`src/gauge_remote_pkg.sv`:
```
// constants shared by the gauge remote control block
package gauge_remote_pkg;
    // clock and time base
    localparam int CLK_HZ          = 25000000;
    localparam int MS_PER_S        = 1000;
    localparam int TICK_CYCLES     = CLK_HZ / MS_PER_S;
    // remote input timing in milliseconds, and qualifier counter width
    localparam int REMOTE_LOW_MS   = 25;
    localparam int REMOTE_HIGH_MS  = 105;
    localparam int MS_CNT_W        = 8;
    // reset values
    localparam logic GAUGE_RST     = 1'b0;
    localparam logic DEGAS_RST     = 1'b0;
    // jumper selection of the fault relay source
    localparam logic JUMPER_FAULT  = 1'b0;
    localparam logic JUMPER_DEGAS  = 1'b1;
endpackage

```
`src/gauge_remote_control.sv`:
```
// ion gauge and degas on/off control with remote inputs and relays
//
// How it works
// - gauge on/off comes from keys, remote inputs, auto-on and host commands
// - each gauge key press toggles that gauge
// - both gauges never on; turning one on turns the other off
// - degas on/off comes from key, remote input and host commands
// - each degas key press toggles degas
// - degas refused to start unless gauge pressure is below threshold
// - remote inputs are active low and act like the panel keys
// - gauge and degas remote lows must last 25 ms to count
// - after reset or a counted low, input must stay high 105 ms before another low counts
// - key inhibit held low disables all panel keys
// - lockout held low rejects gauge turn-on from panel and host
// - lockout asserted while a gauge is on turns it off
// - one filament relay per gauge, energised while gauge is on
// - fault relay contact opens when a fault is indicated
// - jumper selects fault status or degas status on fault relay
// - with jumper at fault status, fault relay energised only while no fault is detected
`timescale 1ns/10ps
`default_nettype none
module gauge_remote_control
#(
    parameter int TICK_CYCLES = gauge_remote_pkg::TICK_CYCLES,
    parameter int LOW_MS      = gauge_remote_pkg::REMOTE_LOW_MS,
    parameter int HIGH_MS     = gauge_remote_pkg::REMOTE_HIGH_MS
)
(
    // clock and reset
    input  wire logic clk,
    input  wire logic rstn,
    // front-panel key presses, one-cycle pulses from keypad logic
    input  wire logic firstGaugeKey,
    input  wire logic secondGaugeKey,
    input  wire logic degasKey,
    // rear-panel remote pins, active low, asynchronous
    input  wire logic keyInhibitN,
    input  wire logic degasRemoteN,
    input  wire logic firstGaugeRemoteN,
    input  wire logic secondGaugeRemoteN,
    input  wire logic gaugeLockoutN,
    // gauge module auto-on requests, pulses
    input  wire logic autoFirstOn,
    input  wire logic autoFirstOff,
    input  wire logic autoSecondOn,
    input  wire logic autoSecondOff,
    // computer interface commands, pulses
    input  wire logic hostFirstOn,
    input  wire logic hostFirstOff,
    input  wire logic hostSecondOn,
    input  wire logic hostSecondOff,
    input  wire logic hostDegasOn,
    input  wire logic hostDegasOff,
    // pressure and fault status from the measurement logic
    input  wire logic pressureLowEnough,
    input  wire logic faultDetected,
    // configuration jumper, high selects degas status
    input  wire logic relaySourceJumper,
    // state and relay drives
    output logic      firstGaugeOn,
    output logic      secondGaugeOn,
    output logic      degasOn,
    output logic      firstFilamentRelay,
    output logic      secondFilamentRelay,
    output logic      faultRelay
);
    localparam int TICK_W = $clog2(TICK_CYCLES + 1);

    // ------------------------------------------------------------
    // pin synchronisers
    // ------------------------------------------------------------
    localparam int NPIN        = 5;
    // positions of the pins in the synchroniser vector
    localparam int PIN_INHIBIT = 0;
    localparam int PIN_DEGAS   = 1;
    localparam int PIN_FIRST   = 2;
    localparam int PIN_SECOND  = 3;
    localparam int PIN_LOCKOUT = 4;
    logic [NPIN-1:0] pinRaw;
    logic [NPIN-1:0] pinMeta_q;
    logic [NPIN-1:0] pinSync_q;

    assign pinRaw = {gaugeLockoutN, secondGaugeRemoteN,
                     firstGaugeRemoteN, degasRemoteN, keyInhibitN};

    // idle pins read high so nothing is asserted out of reset
    always_ff @(posedge clk)
    begin
        if (!rstn)
        begin
            pinMeta_q <= '1;
            pinSync_q <= '1;
        end
        else
        begin
            pinMeta_q <= pinRaw;
            pinSync_q <= pinMeta_q;
        end
    end

    // levels, not edges: both act for as long as the pin is held low
    wire keysInhibited = ~pinSync_q[PIN_INHIBIT];
    wire lockout       = ~pinSync_q[PIN_LOCKOUT];

    // ------------------------------------------------------------
    // millisecond tick
    // ------------------------------------------------------------
    logic [TICK_W-1:0] tickCnt_q;
    logic              msTick_q;
    wire               tickWrap = tickCnt_q == TICK_W'(TICK_CYCLES - 1);

    always_ff @(posedge clk)
    begin
        if (!rstn)
        begin
            tickCnt_q <= '0;
            msTick_q  <= 1'b0;
        end
        else
        begin
            tickCnt_q <= tickWrap ? '0 : tickCnt_q + 1'b1;
            msTick_q  <= tickWrap;
        end
    end

    // ------------------------------------------------------------
    // remote input qualification
    // ------------------------------------------------------------
    logic [2:0] remoteFire;

    // qualifiers serve degas, first and second gauge in pin order
    genvar gi;
    generate
        for (gi = 0; gi < 3; gi++)
        begin : g_remote
            remote_input_qualifier
            #(
                .LOW_MS  (LOW_MS),
                .HIGH_MS (HIGH_MS)
            )
            u_qual
            (
                .clk     (clk),
                .rstn    (rstn),
                .msTick  (msTick_q),
                .inN     (pinSync_q[PIN_DEGAS + gi]),
                .fire    (remoteFire[gi])
            );
        end
    endgenerate

    // ------------------------------------------------------------
    // request decode
    // ------------------------------------------------------------
    // keys gated by inhibit; remote pins are not keys, so still act
    wire keyFirst  = firstGaugeKey  & ~keysInhibited;
    wire keySecond = secondGaugeKey & ~keysInhibited;
    wire keyDegas  = degasKey       & ~keysInhibited;

    // toggles from key or qualified remote low
    wire togFirst  = keyFirst  | remoteFire[1];
    wire togSecond = keySecond | remoteFire[2];
    wire togDegas  = keyDegas  | remoteFire[0];

    // explicit commands; unlike keys they never toggle
    wire cmdFirstOn   = autoFirstOn   | hostFirstOn;
    wire cmdFirstOff  = autoFirstOff  | hostFirstOff;
    wire cmdSecondOn  = autoSecondOn  | hostSecondOn;
    wire cmdSecondOff = autoSecondOff | hostSecondOff;

    logic gauge1_q;
    logic gauge2_q;
    logic degas_q;

    // ------------------------------------------------------------
    // gauge state
    // ------------------------------------------------------------
    // a toggle asks for the opposite of the present state
    function automatic logic toggleTo(input logic tog,
                                      input logic cur,
                                      input logic wantOn);
        toggleTo = tog & (cur != wantOn);
    endfunction

    // on/off requests per gauge from all four sources
    wire onReq1  = toggleTo(togFirst, gauge1_q, 1'b1) | cmdFirstOn;
    wire offReq1 = toggleTo(togFirst, gauge1_q, 1'b0) | cmdFirstOff;
    wire onReq2  = toggleTo(togSecond, gauge2_q, 1'b1) | cmdSecondOn;
    wire offReq2 = toggleTo(togSecond, gauge2_q, 1'b0) | cmdSecondOff;

    // lockout passes the synchroniser, so it bites two to three cycles
    // after the pin falls; a request inside that gap still acts once
    // turn-on refused under lockout; first gauge wins a tie
    wire turnOn1 = onReq1 & ~lockout;
    wire turnOn2 = onReq2 & ~lockout & ~turnOn1;

    function automatic logic nextGauge(input logic cur,
                                       input logic on,
                                       input logic off,
                                       input logic otherOn,
                                       input logic lock);
        if (lock)
            nextGauge = 1'b0;
        else if (on)
            nextGauge = 1'b1;
        else if (off || otherOn)
            nextGauge = 1'b0;
        else
            nextGauge = cur;
    endfunction

    // lockout forces both off; an on forces the other off
    wire gauge1_d = nextGauge(gauge1_q, turnOn1, offReq1,
                              turnOn2, lockout);
    wire gauge2_d = nextGauge(gauge2_q, turnOn2, offReq2,
                              turnOn1, lockout);

    // ------------------------------------------------------------
    // degas state
    // ------------------------------------------------------------
    // stopping is always allowed; only a start checks the pressure
    wire degasOnReq  = toggleTo(togDegas, degas_q, 1'b1)
                     | hostDegasOn;
    wire degasOffReq = toggleTo(togDegas, degas_q, 1'b0)
                     | hostDegasOff;
    wire degasStart  = degasOnReq & pressureLowEnough;

    // degas has no gauge to heat once both are off
    wire anyGaugeOn_d = gauge1_d | gauge2_d;
    wire degas_d      = ~anyGaugeOn_d ? 1'b0
                      : degasOffReq   ? 1'b0
                      : degasStart    ? 1'b1
                      : degas_q;

    // ------------------------------------------------------------
    // relay selection
    // ------------------------------------------------------------
    // energised relay closes normally-open contact
    wire faultRelay_d = (relaySourceJumper == gauge_remote_pkg::JUMPER_DEGAS)
                      ? degas_d
                      : ~faultDetected;

    // ------------------------------------------------------------
    // state registers
    // ------------------------------------------------------------
    always_ff @(posedge clk)
    begin
        if (!rstn)
        begin
            gauge1_q <= gauge_remote_pkg::GAUGE_RST;
            gauge2_q <= gauge_remote_pkg::GAUGE_RST;
            degas_q  <= gauge_remote_pkg::DEGAS_RST;
        end
        else
        begin
            gauge1_q <= gauge1_d;
            gauge2_q <= gauge2_d;
            degas_q  <= degas_d;
        end
    end

    // ------------------------------------------------------------
    // outputs
    // ------------------------------------------------------------
    // state outputs registered alongside state, on the same edge
    always_ff @(posedge clk)
    begin
        if (!rstn)
        begin
            firstGaugeOn  <= 1'b0;
            secondGaugeOn <= 1'b0;
            degasOn       <= 1'b0;
        end
        else
        begin
            firstGaugeOn  <= gauge1_d;
            secondGaugeOn <= gauge2_d;
            degasOn       <= degas_d;
        end
    end

    // relays drop out in reset, so a held reset reads as a fault
    always_ff @(posedge clk)
    begin
        if (!rstn)
        begin
            firstFilamentRelay  <= 1'b0;
            secondFilamentRelay <= 1'b0;
            faultRelay          <= 1'b0;
        end
        else
        begin
            firstFilamentRelay  <= gauge1_d;
            secondFilamentRelay <= gauge2_d;
            faultRelay          <= faultRelay_d;
        end
    end
endmodule
`default_nettype wire

```
`src/remote_input_qualifier.sv`:
```
// qualifies one active-low remote input by minimum low and high times
`timescale 1ns/10ps
`default_nettype none
module remote_input_qualifier
#(
    parameter int LOW_MS  = gauge_remote_pkg::REMOTE_LOW_MS,
    parameter int HIGH_MS = gauge_remote_pkg::REMOTE_HIGH_MS,
    parameter int CNT_W   = gauge_remote_pkg::MS_CNT_W
)
(
    // clock and reset
    input  wire logic clk,
    input  wire logic rstn,
    // time base
    input  wire logic msTick,
    // synchronised input, low when asserted
    input  wire logic inN,
    // one-cycle pulse per qualified low
    output logic      fire
);
    typedef enum {WAIT_HIGH, ARMED, LOW_SEEN, DONE_LOW} qual_t;

    qual_t            state_q;
    qual_t            state_d;
    logic [CNT_W-1:0] cnt_q;
    logic [CNT_W-1:0] cnt_d;
    logic             fire_d;

    // one tick more than the minimum, as the first tick is partial
    localparam int LOW_TICKS  = LOW_MS + 1;
    localparam int HIGH_TICKS = HIGH_MS + 1;

    // ------------------------------------------------------------
    // qualification sequence
    // ------------------------------------------------------------
    // counts are in whole ticks; the first partial tick is not
    // credited, so a low must span LOW_MS full ticks
    always_comb
    begin
        state_d = state_q;
        cnt_d   = cnt_q;
        fire_d  = 1'b0;
        case (state_q)
            WAIT_HIGH:
            begin
                if (inN == 1'b0)
                    cnt_d = '0;
                else if (msTick && cnt_q != CNT_W'(HIGH_TICKS))
                    cnt_d = cnt_q + 1'b1;
                if (inN && cnt_q == CNT_W'(HIGH_TICKS))
                    state_d = ARMED;
            end
            ARMED:
            begin
                cnt_d = '0;
                if (inN == 1'b0)
                    state_d = LOW_SEEN;
            end
            LOW_SEEN:
            begin
                if (inN)
                begin
                    state_d = ARMED; // short low ignored
                    cnt_d   = '0;
                end
                else if (cnt_q == CNT_W'(LOW_TICKS))
                begin
                    fire_d  = 1'b1; // one action per low
                    state_d = DONE_LOW;
                end
                else if (msTick)
                    cnt_d = cnt_q + 1'b1;
            end
            DONE_LOW:
            begin
                cnt_d = '0;
                if (inN)
                    state_d = WAIT_HIGH;
            end
            default:
            begin
                state_d = WAIT_HIGH;
                cnt_d   = '0;
            end
        endcase
    end

    // waits for a full high time after reset too, so a line held low
    // at power-up does not fire
    always_ff @(posedge clk)
    begin
        if (!rstn)
        begin
            state_q <= WAIT_HIGH;
            cnt_q   <= '0;
            fire    <= 1'b0;
        end
        else
        begin
            state_q <= state_d;
            cnt_q   <= cnt_d;
            fire    <= fire_d;
        end
    end
endmodule
`default_nettype wire

```
`config.mk`:
```
export PLATFORM = sky130hd
export DESIGN_NAME = gauge_remote_control
export DESIGN_NICKNAME = d
export VERILOG_FILES = /design/src/gauge_remote_pkg.sv /design/src/gauge_remote_control.sv /design/src/remote_input_qualifier.sv
export SDC_FILE = /design/constraint.sdc
export NUM_CORES = 1
export LEC_CHECK = 0
export CORE_MARGIN = 10
export CORE_UTILIZATION = 30
export DETAILED_ROUTE_END_ITERATION = 16
export DONT_BUFFER_PORTS = 1
export SLEW_MARGIN = 5
export SYNTH_ARGS = -nofsm -noshare
export SYNTH_HDL_FRONTEND = slang
export SYNTH_SLANG_ARGS = --single-unit
```
`constraint.sdc`:
```
create_clock -name clk -period 2.29 [get_ports clk]
set_input_delay 0.1145 -clock clk [delete_from_list [all_inputs] [get_ports clk]]
set_output_delay 0.1145 -clock clk [all_outputs]
set_load 0.01 [all_outputs]
```
==> impl_metrics.env <==
export IMPL_run_status="completed"
export IMPL_gp_congestion=0.823
export IMPL_timing_rr_end="faultRelay"
export IMPL_globalRoute_totalOverflow=0
export IMPL_worstSkewPairLatency_ns=0.34
export IMPL_seq_power_share_pct=52.4
export IMPL_switch_pwr_mw=0.478
export IMPL_p_leak_nw=1.12
export IMPL_synth_top_area_share_pct=42.5
export IMPL_grt_setup_unrepaired="no"
export IMPL_syn_nets=359
export IMPL_num_io_pins=29
export IMPL_cp_start_kind="register"
export IMPL_die_y_um=119
export IMPL_worstHoldPathType="input port to register"
export IMPL_vias_in_the_first_global_route=2130
export IMPL_reg2regPathDepth=5
export IMPL_root_buffer="clkbuf_8"
export IMPL_antenna_cells_inserted=0
export IMPL_number_of_enable_flip_flop_cells_after_synthesis=0
export IMPL_synth_top_cell_by_area="dfxtp_1"
export IMPL_worst_setup_path_end_kind="register"
export IMPL_power_switching_share_pct=22.1
export IMPL_route_detailed_vias_per_inst=4.73
export IMPL_post_layout_total_power_mw=2.16
export IMPL_vdd_ir_drop_worst_uv=251
export IMPL_yosys_cell_types_count=49
export IMPL_postSynthRegisterBits=63
export IMPL_die_area_um2=14300
export IMPL_dominant_combinational_cell_family_by_area_after_synthesis="simple AND/OR/NAND/NOR gates"
export IMPL_finalSetupViolCount=0
export IMPL_p_comb_share_pct=3.8
export IMPL_met2_usage_pct=12.7
export IMPL_first_pass_grt_wire_length_um=10200
export IMPL_internal_power_mw=1.68
export IMPL_crit_required_ns=2.57
export IMPL_clock_sinks=63
export IMPL_complex_gate_fraction_of_the_synthesized_area_pct=12.0
export IMPL_layout_drive_gt1_share_pct=9.01
export IMPL_synthCells=329
export IMPL_tritoncts="built"
export IMPL_ys_warnings_count=0
export IMPL_post_cts_resized_instances=0
export IMPL_path_clk_slew_ns=0.07
export IMPL_worst_clock_skew_ns=0.0117
export IMPL_core_area_um2=9680
export IMPL_grt_max_degree=18
export IMPL_ys_async_sr_fraction_pct=0
export IMPL_synth_seq_area_share_pct=42.5
export IMPL_critical_path_reg2reg_startpoint="pinSync_q[0]"
export IMPL_final_min_period_over_clock_period_pct=82.0
export IMPL_power_share_clock_pct=43.9
export IMPL_whs_endpoint="g_remote[1].u_qual.cnt_q[2]"
export IMPL_post_dp_hpwl_um=4140
export IMPL_row_count=36
export IMPL_xor_xnor_cell_area_share_of_the_yosys_netlist_pct=9.19
export IMPL_clockBufferDepth=2
export IMPL_num_nets_final=369
export IMPL_post_synth_instance_area_um2=2970
export IMPL_worstHoldStart="rstn"
export IMPL_min_delay_path_depth=2
export IMPL_global_route_peak_usage_layer="met2"
export IMPL_drt_first_pass_iters=4
export IMPL_drtAntennaViolNets=0
export IMPL_number_of_fillers_in_the_final_layout=1009
export IMPL_fin_tns_setup_ns=0
export IMPL_synth_fa_ha_area_share_pct=2.95
export IMPL_synth_flop_cell="dfxtp_1"
export IMPL_hold_ws_ns=0.0606
export IMPL_finalWorstPathRequiredPeriod_ns=1.88
export IMPL_critPathKind="register to register"
export IMPL_buffer_ports_inserted=0
export IMPL_grtUsageTotal_pct=8.52
export IMPL_areaGrowthSynthToFinish_pct=13.6
export IMPL_floorplan_initialDensity_pct=30.6
export IMPL_max_slew_violation_count=0
export IMPL_drt_wl_total_um=5930
export IMPL_drt_iter0_markers=78
export IMPL_cts_made_buffers=9
export IMPL_synthMuxAreaShare_pct=1.69
export IMPL_antenna_found_initial=0
export IMPL_yosys_top_cells_area="dfxtp_1 43%, nor2_1 6.8%, xnor2_1 4.7%, xor2_1 3.5%, nand2_1 3.0%"
export IMPL_critPathArrivalTime_ns=2.16
export IMPL_critical_path_max_fanout=3
export IMPL_wire_per_inst_um=12.4
export IMPL_via_count=2255
export IMPL_setup_reg_to_reg_worst_slack_ns=0.41
export IMPL_synth_simple_gate_area_share_pct=28.4
export IMPL_met3_usage_pct=2.55
export IMPL_tightestPinTransition_ns=0.725
export IMPL_globalRouteMet1Util_pct=10.5
export IMPL_power_density_nw_per_um2=641
export IMPL_maxClockFrequency_mhz=532
export IMPL_slew_headroom_pct=51.5
export IMPL_cts_htree_levels=3
export IMPL_fp_dieW_um=119
export IMPL_hold_viol_final=0
export IMPL_syn_area_per_cell_um2=9.02
export IMPL_maxCapViolations=0
export IMPL_drc=0
-- worst max-delay path, cell delays in order, from the launching register on --
cell	delay (ns)
dfxtp_1	0.37
a21oi_1	0.09
o21ai_0	0.32
nor4_1	0.11
o41ai_1	0.34
dlygate4sd3_1	0.59
-- cells in the final DEF (no fill, tap or decap), types with 2 or more instances in the layout --
cell type / synthesis / layout
mux2i_1: 2 / 2
nand2b_1: 13 / 13
nor2_1: 54 / 54
a211oi_1: 4 / 4
dfxtp_1: 63 / 63
mux2_4: 2 / 2
a211oi_2: 2 / 2
and3_1: 5 / 5
nand2_1: 24 / 24
nor4b_1: 4 / 4
nor4_1: 4 / 4
a211o_1: 3 / 3
nand4b_1: 2 / 2
inv_1: 12 / 12
clkbuf_8: 0 / 10
xor2_1: 12 / 12
o21ai_0: 6 / 6
clkbuf_1: 6 / 3
a21bo_2: 2 / 2
dlygate4sd3_1: 0 / 9
xnor2_1: 16 / 16
ha_1: 7 / 7
o22ai_1: 2 / 2
nand3_1: 8 / 8
nand4bb_1: 4 / 4
and4_1: 5 / 5
o311ai_2: 2 / 2
o211ai_1: 2 / 2
nand4_1: 9 / 9
nor3_1: 9 / 9
nor4bb_1: 2 / 2
a21oi_1: 15 / 15
or3_1: 7 / 7
-- synth_stat cells (all sizes together) (2+ instances only) --
cell,n
xor2,13
o21ai,7
o22ai,2
o211ai,2
o311ai,3
nand4bb,5
mux2i,2
nor4bb,2
buf,5
ha,7
nand4b,2
nand4,9
xnor2,16
a211oi,6
a21bo,2
inv,12
dfxtp,63
nor4,4
nor3,9
nand2b,13
nor2,54
and4,5
nand2,24
a21oi,15
clkbuf,6
and3,5
or3,7
nand3,8
a211o,3
nor4b,4
mux2,2
-- worst max path at each step --
stage,start,end,slack [ns],cells past startpoint
final,pinSync_q[0],faultRelay,0.41,5
after CTS,pinSync_q[0],faultRelay,0.44,5
after floorplan,g_remote[1].u_qual.cnt_q[4],g_remote[1].u_qual.cnt_q[0],0.78,4
after global routing,pinSync_q[0],faultRelay,0.29,5
after global placement,g_remote[1].u_qual.cnt_q[4],g_remote[1].u_qual.cnt_q[1],0.73,4
after detailed placement,g_remote[1].u_qual.cnt_q[4],g_remote[1].u_qual.cnt_q[1],0.71,4
-- cell type report --
cell class | count | area (um^2) | area share, %
clock buffers | 13 | 149 | 4.42
clock inverters | 3 | 42.5 | 1.26
inverters | 12 | 45.0 | 1.34
multi-input cells | 243 | 1610 | 47.7
flip-flops and latches | 63 | 1260 | 37.4
well taps | 133 | 166 | 4.94
repair buffers | 10 | 97.6 | 2.90
-- power groups by stage --
stage | combinational (mW) | sequential (mW) | clock [mW]
6_report | 0.0817 | 1.13 | 0.948
4_1_cts | 0.0824 | 1.13 | 0.980
3_5_place_dp | 0.0647 | 1.16 | 0
3_3_place_gp | 0.0633 | 1.16 | 0
2_1_floorplan | 0.0660 | 1.15 | 0
5_1_grt | 0.0928 | 1.13 | 1.02
-- what timing repair did --
| action | in CTS | in global routing |
|---|---|---|
| endpoints found under the hold margin | 19 | 0 |
| hold buffers | 9 | 0 |
| setup buffers | 0 | 0 |
-- cells by family (layout without fill, tap and decap cells) --
kind of cell	after synthesis	count (layout)
AOI/OAI and AO/OA	46	46
xor gates and xnor gates	29	29
adders and majority gates	7	7
buffers and inverters	23	38
DFF	63	63
muxes	4	4
and+or+nand+nor	157	157
-- per-stage QoR --
| stage | cells | setup slack, ns | area, um^2 | util [%] |
|---|---|---|---|---|
| 2_1_floorplan | 329 | 0.777 | 2970 | - |
| 3_3_place_gp | 452 | 0.734 | 3090 | 31.9 |
| 3_5_place_dp | 452 | 0.707 | 3090 | 31.9 |
| 4_1_cts | 477 | 0.436 | 3370 | 34.8 |
| 5_1_grt | 477 | 0.288 | 3370 | 34.8 |
| 6_report | 477 | 0.411 | 3370 | 34.8 |
-- state kept, by name, summed over array words and instances, names as in the netlist --
signal                   count
faultRelay                   1
pinSync_q                    5
degasOn                      1
msTick_q                     1
g_remote.u_qual.state_q      6
pinMeta_q                    5
g_remote.u_qual.cnt_q       24
tickCnt_q                   15
g_remote.u_qual.fire         3
firstFilamentRelay           1
secondFilamentRelay          1
-- metal layers --
metal | up-vias | routed length [um] | part of all wire [%]
met5 | - | 0 | 0
met4 | 0 | 164 | 2.8
met3 | 15 | 312 | 5.3
met2 | 42 | 2520 | 42
met1 | 1029 | 2940 | 50
li1 | 1169 | - | -
(Power assumes the default switching activity.)
